[config.mk]
export PLATFORM = sky130hd
export DESIGN_NAME = csim_mode_ctl
export DESIGN_NICKNAME = d
export VERILOG_FILES = /design/src/csim_pkg.sv /design/src/csim_mode_ctl.sv /design/src/csim_sync.sv /design/src/csim_idle_cnt.sv
export SDC_FILE = /design/constraint.sdc
export NUM_CORES = 1
export LEC_CHECK = 0
export BUFFER_PORTS_ARGS = -buffer_cell sky130_fd_sc_hd__buf_4
export CORE_UTILIZATION = 59
export DETAILED_ROUTE_END_ITERATION = 6
export PLACE_DENSITY = 0.79
export SLEW_MARGIN = 20
export SYNTH_ARGS = -nofsm -noshare
export SYNTH_HDL_FRONTEND = slang
export SYNTH_SLANG_ARGS = --single-unit
[constraint.sdc]
create_clock -name pclk -period 6.51 [get_ports pclk]
set_clock_uncertainty 0.1 [all_clocks]
set_input_delay 0 -clock pclk [delete_from_list [all_inputs] [get_ports pclk]]
set_output_delay 0 -clock pclk [all_outputs]
set_load 0.02 [all_outputs]
[src/csim_pkg.sv]
// Shared constants and types for the CAN mode-request control block.
// Assumes a single pclk domain and a 32-bit APB register bus.
package csim_pkg;

  localparam int unsigned CSIM_AW = 12;
  localparam int unsigned CSIM_DW = 32;

  // Register word indices; byte address is four times the index
  localparam logic [5:0] IDX_CTRL    = 6'h00;
  localparam logic [5:0] IDX_STAT    = 6'h01;
  localparam logic [5:0] IDX_CFG     = 6'h02;
  localparam logic [5:0] IDX_BTR0    = 6'h03;
  localparam logic [5:0] IDX_BTR1    = 6'h04;
  localparam logic [5:0] IDX_ACCCTL  = 6'h05;
  localparam logic [5:0] IDX_ERRCNT  = 6'h06;
  localparam logic [5:0] IDX_IRQSTAT = 6'h07;
  localparam logic [5:0] IDX_IRQEN   = 6'h08;
  localparam logic [5:0] IDX_IRQCLR  = 6'h09;
  // Seven registers cleared on init entry, receive flags first
  localparam logic [5:0] IDX_RST0    = 6'h0A;
  localparam int unsigned N_RST      = 7;
  // Acceptance code then acceptance mask, eight each
  localparam logic [5:0] IDX_CODE0   = 6'h20;
  localparam logic [5:0] IDX_MASK0   = 6'h28;
  localparam int unsigned N_ACC      = 8;
  // Locked array: cfg, btr0, btr1, accctl, codes, masks
  localparam int unsigned N_LOCK     = 20;
  localparam int unsigned LK_CODE0   = 4;
  localparam int unsigned LK_MASK0   = 12;

  // mode_control_reg fields
  localparam int unsigned CTRL_INIT  = 0;
  localparam int unsigned CTRL_SLEEP = 1;
  localparam int unsigned CTRL_WAKEUP_ENABLE  = 2;
  // Status fields
  localparam int unsigned STAT_INITACK = 0;
  localparam int unsigned STAT_SLPACK  = 1;
  localparam int unsigned STAT_SYNC    = 2;
  localparam int unsigned STAT_BUSOFF  = 3;
  // Interrupt status bits
  localparam int unsigned IRQ_INIT  = 0;
  localparam int unsigned IRQ_SLEEP = 1;
  localparam int unsigned IRQ_WAKE  = 2;
  localparam int unsigned IRQ_SYNC  = 3;
  localparam int unsigned N_IRQ     = 4;

  localparam logic [7:0] CTRL_RST = 8'h00;
  localparam logic [7:0] REG_RST  = 8'h00;
  // Bits kept across init entry: sleep, init and wakeup enable
  localparam logic [7:0] CTRL_KEEP = 8'h07;

  // Consecutive recessive bits needed to resynchronise
  localparam logic [3:0] SYNC_BITS = 4'hB;

  typedef enum logic [1:0] {ST_RUN, ST_SLEEP, ST_INIT} csim_state_t;

  // Status from the protocol engine, same clock domain
  typedef struct packed {
    logic       rx_busy;
    logic       tx_pending;
    logic       bus_off;
    logic       bit_tick;
    logic       tx_bit;
    logic [7:0] tx_err_cnt;
    logic [7:0] rx_err_cnt;
  } csim_core_t;

  // Control toward the protocol engine
  typedef struct packed {
    logic abort;
    logic synced;
    logic sleeping;
    logic init_mode;
  } csim_ctl_t;

endpackage

[src/csim_mode_ctl.sv]
// CAN sleep/initialization mode-request control with APB registers.
// Assumes the protocol engine shares pclk; rx_line is an async pin.
// Function
// - Sleep only once receive idle, buffers empty.
// - Set sleep_ack when sleep entered.
// - Ignore sleep_request set while wakeup_flag set.
// - Sleep holds; bus activity may clear request.
// - sleep_request 0 runs, 1 requests sleep.
// - init_request enters init, aborts frames, desyncs.
// - Set init_ack when init entered.
// - Init entry resets listed control registers.
// - Config registers writable only in init.
// - Error counters untouched by init mode.
// - After init, sync on 11 recessive bits.
// - Init exited only when request, ack zero.
// - Force tx_line recessive once init requested.
// - sleep_request clear blocked until sleep entered.
// - init_request clear blocked until init entered.
// - sleep_ack clears with request or wakeup.
`timescale 1ns/100ps
`default_nettype none
module csim_mode_ctl
  import csim_pkg::*;
(
  input  wire logic                 pclk,
  input  wire logic                 presetn,
  input  wire logic                 psel,
  input  wire logic                 penable,
  input  wire logic                 pwrite,
  input  wire logic [CSIM_AW-1:0]   paddr,
  input  wire logic [CSIM_DW-1:0]   pwdata,
  input  wire logic [3:0]           pstrb,
  output logic      [CSIM_DW-1:0]   prdata,
  output logic                      pready,
  output logic                      pslverr,
  input  wire csim_pkg::csim_core_t core,
  output csim_pkg::csim_ctl_t       ctl,
  input  wire logic                 rx_line,
  output logic                      tx_line,
  output logic                      irq
);
  import csim_pkg::*;

  csim_state_t state_q;
  csim_state_t state_d;
  logic [7:0]  ctrl_q;
  logic [7:0]  ctrl_d;
  logic        init_ack_q;
  logic        init_ack_d;
  logic        slp_ack_q;
  logic        slp_ack_d;
  logic        sync_q;
  logic        sync_d;
  logic        tx_q;
  logic        tx_d;
  logic [N_IRQ-1:0] irq_st_q;
  logic [N_IRQ-1:0] irq_st_d;
  logic [N_IRQ-1:0] irq_en_q;
  logic [N_IRQ-1:0] irq_en_d;
  logic [N_IRQ-1:0] ev;
  logic [7:0]  rst_q  [N_RST];
  logic [7:0]  rst_d  [N_RST];
  logic [7:0]  lock_q [N_LOCK];
  logic [7:0]  lock_d [N_LOCK];
  logic [CSIM_DW-1:0] rdata_q;
  logic [CSIM_DW-1:0] rdata_d;
  logic        rx_lvl;
  logic        idle_seen;
  logic        wr;
  logic        setup;
  logic        hit;
  logic        rst_hit;
  logic        lock_hit;
  logic [5:0]  idx;
  logic [2:0]  rst_sel;
  logic [4:0]  lock_sel;
  logic        cfg_open;
  logic        entering_init;

  csim_sync u_rx_sync (
    .pclk      (pclk),
    .presetn   (presetn),
    .pin_in    (rx_line),
    .level_out (rx_lvl)
  );

  // Counter restarts while in init so resync begins at exit
  csim_idle_cnt u_idle (
    .pclk      (pclk),
    .presetn   (presetn),
    .restart   (state_q == ST_INIT),
    .bit_tick  (core.bit_tick),
    .rx_bit    (rx_lvl),
    .idle_seen (idle_seen)
  );

  // Index into a run of registers, or all ones when outside it
  function automatic logic [5:0] run_off(input logic [5:0] i,
                                          input logic [5:0] base,
                                          input logic [5:0] n);
    logic [5:0] d;
    d = i - base;
    run_off = (i >= base && d < n) ? d : 6'h3F;
  endfunction

  // Zero-extend an 8-bit register to the bus width
  function automatic logic [CSIM_DW-1:0] ext8(input logic [7:0] v);
    ext8 = {24'h000000, v};
  endfunction

  // Address decode
  always_comb begin
    logic [5:0] r;
    logic [5:0] c;
    logic [5:0] m;
    r = 6'h3F;
    c = 6'h3F;
    m = 6'h3F;
    idx = paddr[7:2];
    r = run_off(idx, IDX_RST0, 6'(N_RST));
    c = run_off(idx, IDX_CODE0, 6'(N_ACC));
    m = run_off(idx, IDX_MASK0, 6'(N_ACC));
    rst_hit = (r != 6'h3F);
    rst_sel = r[2:0];
    lock_hit = 1'b1;
    lock_sel = 5'h00;
    if (idx == IDX_CFG || idx == IDX_BTR0 || idx == IDX_BTR1 ||
        idx == IDX_ACCCTL) begin
      lock_sel = 5'(idx - IDX_CFG);
    end else if (c != 6'h3F) begin
      lock_sel = 5'(c + 6'(LK_CODE0));
    end else if (m != 6'h3F) begin
      lock_sel = 5'(m + 6'(LK_MASK0));
    end else begin
      lock_hit = 1'b0;
    end
    hit = (paddr[CSIM_AW-1:8] == '0) && (paddr[1:0] == 2'h0) &&
          (idx <= IDX_IRQCLR || rst_hit || lock_hit);
  end

  assign setup = psel && !penable;
  assign wr = psel && penable && pwrite && pstrb[0] && hit;
  assign cfg_open = ctrl_q[CTRL_INIT] && init_ack_q;

  // Mode request handshake
  always_comb begin
    state_d = state_q;
    ctrl_d = ctrl_q;
    init_ack_d = init_ack_q;
    slp_ack_d = slp_ack_q;
    sync_d = sync_q;
    ev = '0;
    entering_init = 1'b0;
    if (wr && idx == IDX_CTRL) begin
      ctrl_d[7:3] = pwdata[7:3];
      ctrl_d[CTRL_WAKEUP_ENABLE] = pwdata[CTRL_WAKEUP_ENABLE];
      // Set ignored while a wakeup is pending
      if (pwdata[CTRL_SLEEP] && !irq_st_q[IRQ_WAKE]) begin
        ctrl_d[CTRL_SLEEP] = 1'b1;
      end else if (!pwdata[CTRL_SLEEP] && slp_ack_q) begin
        ctrl_d[CTRL_SLEEP] = 1'b0;
      end
      if (pwdata[CTRL_INIT]) begin
        ctrl_d[CTRL_INIT] = 1'b1;
      end else if (init_ack_q) begin
        ctrl_d[CTRL_INIT] = 1'b0;
      end
    end
    unique case (state_q)
      ST_RUN: begin
        if (ctrl_q[CTRL_INIT]) begin
          state_d = ST_INIT;
          entering_init = 1'b1;
        end else if (ctrl_q[CTRL_SLEEP] && !core.rx_busy &&
                     !core.tx_pending) begin
          state_d = ST_SLEEP;
          slp_ack_d = 1'b1;
          ev[IRQ_SLEEP] = 1'b1;
        end
      end
      ST_SLEEP: begin
        if (ctrl_q[CTRL_INIT]) begin
          state_d = ST_INIT;
          slp_ack_d = 1'b0;
          entering_init = 1'b1;
        end else if (!ctrl_q[CTRL_SLEEP]) begin
          state_d = ST_RUN;
          slp_ack_d = 1'b0;
        end else if (ctrl_q[CTRL_WAKEUP_ENABLE] && !rx_lvl) begin
          // Dominant level on the bus counts as activity
          state_d = ST_RUN;
          slp_ack_d = 1'b0;
          ctrl_d[CTRL_SLEEP] = 1'b0;
          ev[IRQ_WAKE] = 1'b1;
        end
      end
      ST_INIT: begin
        if (!ctrl_q[CTRL_INIT]) begin
          state_d = ST_RUN;
          init_ack_d = 1'b0;
        end
      end
    endcase
    if (entering_init) begin
      init_ack_d = 1'b1;
      ev[IRQ_INIT] = 1'b1;
      ctrl_d = (ctrl_d & CTRL_KEEP) | (CTRL_RST & ~CTRL_KEEP);
    end
    if (entering_init || state_q == ST_INIT) begin
      sync_d = 1'b0;
    end else if (idle_seen && !core.bus_off && !sync_q) begin
      sync_d = 1'b1;
      ev[IRQ_SYNC] = 1'b1;
    end
    // Recessive from the request on, before the ack arrives
    tx_d = (ctrl_d[CTRL_INIT] || state_d != ST_RUN || !sync_d) ?
           1'b1 : core.tx_bit;
  end

  always_ff @(posedge pclk or negedge presetn) begin
    if (!presetn) begin
      state_q <= ST_RUN;
      ctrl_q <= CTRL_RST;
      init_ack_q <= 1'b0;
      slp_ack_q <= 1'b0;
      sync_q <= 1'b0;
      tx_q <= 1'b1;
    end else begin
      state_q <= state_d;
      ctrl_q <= ctrl_d;
      init_ack_q <= init_ack_d;
      slp_ack_q <= slp_ack_d;
      sync_q <= sync_d;
      tx_q <= tx_d;
    end
  end

  // Register storage and interrupts
  always_comb begin
    irq_en_d = irq_en_q;
    irq_st_d = irq_st_q;
    for (int i = 0; i < N_RST; i++) begin
      rst_d[i] = rst_q[i];
    end
    for (int i = 0; i < N_LOCK; i++) begin
      lock_d[i] = lock_q[i];
    end
    if (wr && idx == IDX_IRQEN) begin
      irq_en_d = pwdata[N_IRQ-1:0];
    end
    if (wr && idx == IDX_IRQCLR) begin
      irq_st_d = irq_st_q & ~pwdata[N_IRQ-1:0];
    end
    // A new event wins over a clear in the same cycle
    irq_st_d = irq_st_d | ev;
    if (wr && rst_hit) begin
      rst_d[rst_sel] = pwdata[7:0];
    end
    if (wr && lock_hit && cfg_open) begin
      lock_d[lock_sel] = pwdata[7:0];
    end
    if (entering_init) begin
      for (int i = 0; i < N_RST; i++) begin
        rst_d[i] = REG_RST;
      end
    end
  end

  always_ff @(posedge pclk or negedge presetn) begin
    if (!presetn) begin
      irq_en_q <= '0;
      irq_st_q <= '0;
      for (int i = 0; i < N_RST; i++) begin
        rst_q[i] <= REG_RST;
      end
      for (int i = 0; i < N_LOCK; i++) begin
        lock_q[i] <= REG_RST;
      end
    end else begin
      irq_en_q <= irq_en_d;
      irq_st_q <= irq_st_d;
      rst_q <= rst_d;
      lock_q <= lock_d;
    end
  end

  // Read data is captured in the setup phase so prdata is registered
  always_comb begin
    rdata_d = rdata_q;
    if (setup) begin
      rdata_d = '0;
      if (rst_hit) begin
        rdata_d = ext8(rst_q[rst_sel]);
      end else if (lock_hit) begin
        rdata_d = ext8(lock_q[lock_sel]);
      end else begin
        unique case (idx)
          IDX_CTRL: rdata_d = ext8(ctrl_q);
          IDX_STAT: rdata_d = ext8({4'h0, core.bus_off, sync_q,
                                    slp_ack_q, init_ack_q});
          // Counters come straight from the engine, mode never touches them
          IDX_ERRCNT: rdata_d = {16'h0000, core.rx_err_cnt,
                                 core.tx_err_cnt};
          IDX_IRQSTAT: rdata_d = ext8({4'h0, irq_st_q});
          IDX_IRQEN: rdata_d = ext8({4'h0, irq_en_q});
          default: rdata_d = '0;
        endcase
      end
    end
  end

  always_ff @(posedge pclk or negedge presetn) begin
    if (!presetn) begin
      rdata_q <= '0;
    end else begin
      rdata_q <= rdata_d;
    end
  end

  assign prdata = rdata_q;
  assign pready = 1'b1;
  assign pslverr = psel && penable && !hit;
  assign tx_line = tx_q;
  assign irq = |(irq_st_q & irq_en_q);
  assign ctl.abort = (state_q == ST_INIT) || ctrl_q[CTRL_INIT];
  assign ctl.synced = sync_q;
  assign ctl.sleeping = slp_ack_q;
  assign ctl.init_mode = init_ack_q;
endmodule
`default_nettype wire

[src/csim_sync.sv]
// Three-stage pin synchroniser with agreement filter.
// Assumes an asynchronous input level; idles at the recessive level.
`timescale 1ns/100ps
`default_nettype none
module csim_sync (
  input  wire logic pclk,
  input  wire logic presetn,
  input  wire logic pin_in,
  output logic      level_out
);
  logic [2:0] sh_q;
  logic [2:0] sh_d;
  logic       lvl_q;
  logic       lvl_d;

  always_comb begin
    sh_d = {sh_q[1:0], pin_in};
    lvl_d = lvl_q;
    // Only later stages are compared; the first stage may be metastable
    if (sh_q[1] == sh_q[2]) begin
      lvl_d = sh_q[2];
    end
  end

  always_ff @(posedge pclk or negedge presetn) begin
    if (!presetn) begin
      sh_q <= 3'h7;
      lvl_q <= 1'b1;
    end else begin
      sh_q <= sh_d;
      lvl_q <= lvl_d;
    end
  end

  assign level_out = lvl_q;
endmodule
`default_nettype wire

[src/csim_idle_cnt.sv]
// Counts consecutive recessive bits at each sample tick.
// Assumes bit_tick is a one-cycle strobe from the bit timing logic.
`timescale 1ns/100ps
`default_nettype none
module csim_idle_cnt
  import csim_pkg::*;
(
  input  wire logic pclk,
  input  wire logic presetn,
  input  wire logic restart,
  input  wire logic bit_tick,
  input  wire logic rx_bit,
  output logic      idle_seen
);
  logic [3:0] cnt_q;
  logic [3:0] cnt_d;

  always_comb begin
    cnt_d = cnt_q;
    if (restart) begin
      cnt_d = 4'h0;
    end else if (bit_tick) begin
      if (!rx_bit) begin
        cnt_d = 4'h0;
      end else if (cnt_q != SYNC_BITS) begin
        cnt_d = cnt_q + 4'h1;
      end
    end
  end

  always_ff @(posedge pclk or negedge presetn) begin
    if (!presetn) begin
      cnt_q <= 4'h0;
    end else begin
      cnt_q <= cnt_d;
    end
  end

  assign idle_seen = (cnt_q == SYNC_BITS);
endmodule
`default_nettype wire

==> out/metrics.yaml <==
global_route:
  track_usage: 0.325
  antenna_found_initial: 0
  grt_max_degree: 172
  grt_pass1_wl_um: 56100
  grt_pass1_vias: 10143
  grt_overflow: 0
routing:
  totalWireLength_um: 35600
  ant_nets: 0
  drc: 0
  firstDrtPassIters: 6
  drt_first_iter_violations: 1210
  vias_per_cell: 6.61
  vias: 10291
  wl_per_cell_um: 22.9
floorplanning:
  ios: 115
  die_h_um: 150
  dieArea_um2: 22600
  num_rows: 53
  die_w_um: 150
  initial_core_util: 0.609
  core-area_um2: 21300
power_and_ir_drop:
  internal_power_w: 0.00278
  p_leak_nw: 7.07
  p_comb_frac: 0.101
  finalPower_w: 0.00373
  seqPwrFrac: 0.447
  peakVddDrop_mv: 0.209
  switching_share: 0.253
  switchingPower_w: 0.000943
  clkPwrFrac: 0.452
  powerDensity_nw_per_um2: 249
sta:
  relSlewSlack: 0.228
  tns_ps: 0
  setup_viol: 0
  worst_pin_slew_ps: 1160
  min_period_over_period: 0.720
  fmax_mhz: 213
  rsz0062_at_grt: "false"
  hold_viol: 0
  finalMaxSlewViolations: 0
  fin_crit_ps: 4690
clock_network:
  tritoncts: "built"
  cts-buffers-inserted: 28
  clkTransAtPathRegs_ps: 60
  cts-htree-levels: 1
  cts.sinks: 262
  cts_root_buf: "clkbuf_16"
  clockBufferDepth: 3
  clk_latency_ps: 560
hold_path:
  hold_depth: 6
  hp-start: "paddr[7]"
  hold_class: "primary input to flop"
  holdPathEnd: "prdata[1]"
layout:
  final_layout_size_suffix_gt1_frac: 0.246
  final_net_count: 1346
  n_antenna_cell: 0
  syn_to_final_growth_pct: 15.3
  fillers: 1510
worst_setup_path:
  critPathMaxFanout: 23
  worst-r2r-cell-count: 5
  path_class: "primary input to flop"
  timing.rr.end: "lock_q[93]"
  crit-reg2reg-launch: "ctrl_q[0]"
  cp.arrival_ps: 5080
  start_kind: "primary input"
  crit_path_end_kind: "flop"
  r2r_setup_slack_ps: 3530
  crit_required_ps: 6900
synthesis:
  synth_cell_types: 70
  synthArstFlopShare: 1.00
  syn_area_um2: 13000
  synth_edf_count: 0
  synth_seq_area_share: 0.506
  synthFlopType: "dfrtp_1"
  avgSynthCellArea_um2: 10.8
  yosysMostFrequentCell: "dfrtp_1"
  synth_top_area_frac: 0.496
  ys_seq_elements: 262
  synth_top_cell_by_area: "dfrtp_1"
  synth.area.top_cells: "dfrtp_1 50%, mux2_2 13%, mux2i_1 4.6%"
  yosysWarningCount: 0
  synthTopCellsByCount: "257 x dfrtp_1, 148 x mux2_2, 99 x nand2_1, 91 x nor2_1, 79 x a21oi_1"
  synth_cells: 1199
placement:
  numPortBuffers: 70
  hpwl_um: 21700
  globalplace.congestion: 0.954
status:
  status: "finished, final reports clean"
flow_run:
  maxCapViolCount: 0
[critical path, stage by stage]
cell and delay (ps):
dlygate4sd3_1 550, buf_4 170, nor3b_2 300, inv_1 120, ha_1 300, and4b_1 240, o21ai_0 340, o32a_1 860
and2_1 820, a222oi_1 190, a21oi_1 250, nor3_1 150, o21ai_0 190, dlygate4sd3_1 580
[power by group through the flow]
stage / Sequential, W / Combinational [W] / Clock (W)
2_1_floorplan: 0.00169 / 0.000218 / 0
3_3_place_gp: 0.00169 / 0.000339 / 0
3_5_place_dp: 0.00169 / 0.000346 / 0
4_1_cts: 0.00166 / 0.000368 / 0.00170
5_1_grt: 0.00166 / 0.000404 / 0.00176
6_report: 0.00166 / 0.000377 / 0.00168
[state kept, by name (all words and copies together) (netlist names), 3 cells and up]
signal,cells
rst_q,56
u_rx_sync.sh_q,3
lock_q,160
irq_en_q,4
prdata,16
irq_st_q,4
u_idle.cnt_q,4
ctrl_q,8
[worst max path at each step]
| stage | end | from | slack [ps] |
|---|---|---|---|
| global route | prdata[7] | paddr[5] | 1500 |
| CTS | prdata[7] | paddr[5] | 1990 |
| floorplan | lock_q[112] | paddr[6] | 3070 |
| global placement | lock_q[68] | paddr[7] | 2060 |
| finish | prdata[7] | paddr[6] | 1820 |
| detailed placement | lock_q[38] | paddr[7] | 2010 |
[per-stage QoR]
| stage | hold slack (ps) | cell area (µm²) | utilization | setup WS [ps] | instances |
|---|---|---|---|---|---|
| 2_1_floorplan | -396 | 13000 | - | 3070 | 1214 |
| 3_3_place_gp | -46.6 | 13500 | 0.635 | 2060 | 1462 |
| 3_5_place_dp | -40.7 | 13500 | 0.635 | 2010 | 1462 |
| 4_1_cts | 22.4 | 14900 | 0.702 | 1990 | 1556 |
| 5_1_grt | 85.5 | 14900 | 0.702 | 1500 | 1556 |
| 6_report | 45.6 | 14900 | 0.702 | 1820 | 1556 |
[per-layer routing]
metal  vias to the layer above  global-route usage  part of all wire
met5                         -                   0                 0
met4                         0               0.144             0.045
met3                       117              0.0548             0.085
met1                      5160               0.440              0.40
li1                       4453                   -                 -
met2                       561               0.516              0.47
[cell type report]
type | instances | area [µm²] | area share
Sequential cell | 262 | 6560 | 0.439
Timing Repair Buffer | 121 | 1050 | 0.0700
Inverter | 29 | 109 | 0.00728
Multi-Input combinational cell | 818 | 5900 | 0.395
Clock inverter | 15 | 189 | 0.0126
Tap cell | 275 | 344 | 0.0230
Clock buffer | 36 | 801 | 0.0536
[layout by cell type, fill, tap and decap left out, types with 4 or more instances in the layout]
master,synthesis,layout
ha_1,11,11
dfrtp_1,257,257
clkbuf_8,0,7
a222oi_1,37,37
nor2_1,91,91
a21oi_1,79,79
nor2b_1,5,5
a221o_1,6,6
o211ai_1,4,4
bufinv_16,0,4
a22o_1,14,14
nand3_1,38,38
o21ai_0,45,45
mux2i_1,60,60
dfstp_2,5,5
mux2_2,148,148
nor4_1,5,5
nand2b_1,4,4
nor3_1,19,19
and3_1,4,4
clkbuf_16,0,28
or4_1,4,4
nand2_1,99,99
clkinv_2,0,9
dlygate4sd3_1,0,42
or3_1,10,10
nor2_2,11,11
a32oi_1,6,6
buf_4,21,76
nor2_4,5,5
and2_1,4,4
a221oi_1,5,4
a22oi_1,11,11
inv_1,28,28
o22ai_1,9,9
a31oi_1,7,7
mux2_1,4,4
conb_1,2,17
[repair_timing]
action / CTS / global route
endpoints found under the hold margin: 316 / 0
hold buffers: 43 / 0
setup buffers: 0 / 0
gates resized for setup: 0 / 0
[cells by family (layout without fill, tap and decap cells)]
group / Yosys count / count (layout) / share of synthesized area
other: 2 / 17 / 0.000579
flip-flops: 262 / 262 / 0.506
buffers and inverters: 134 / 201 / 0.0462
multiplexers: 214 / 214 / 0.182
adder cells (fa/ha/maj): 12 / 12 / 0.0114
AO/OA/AOI/OAI: 255 / 255 / 0.135
AND/OR/NAND/NOR: 316 / 316 / 0.116
XOR/XNOR: 4 / 4 / 0.00270
Note: power is estimated with default switching activity, not from simulation.
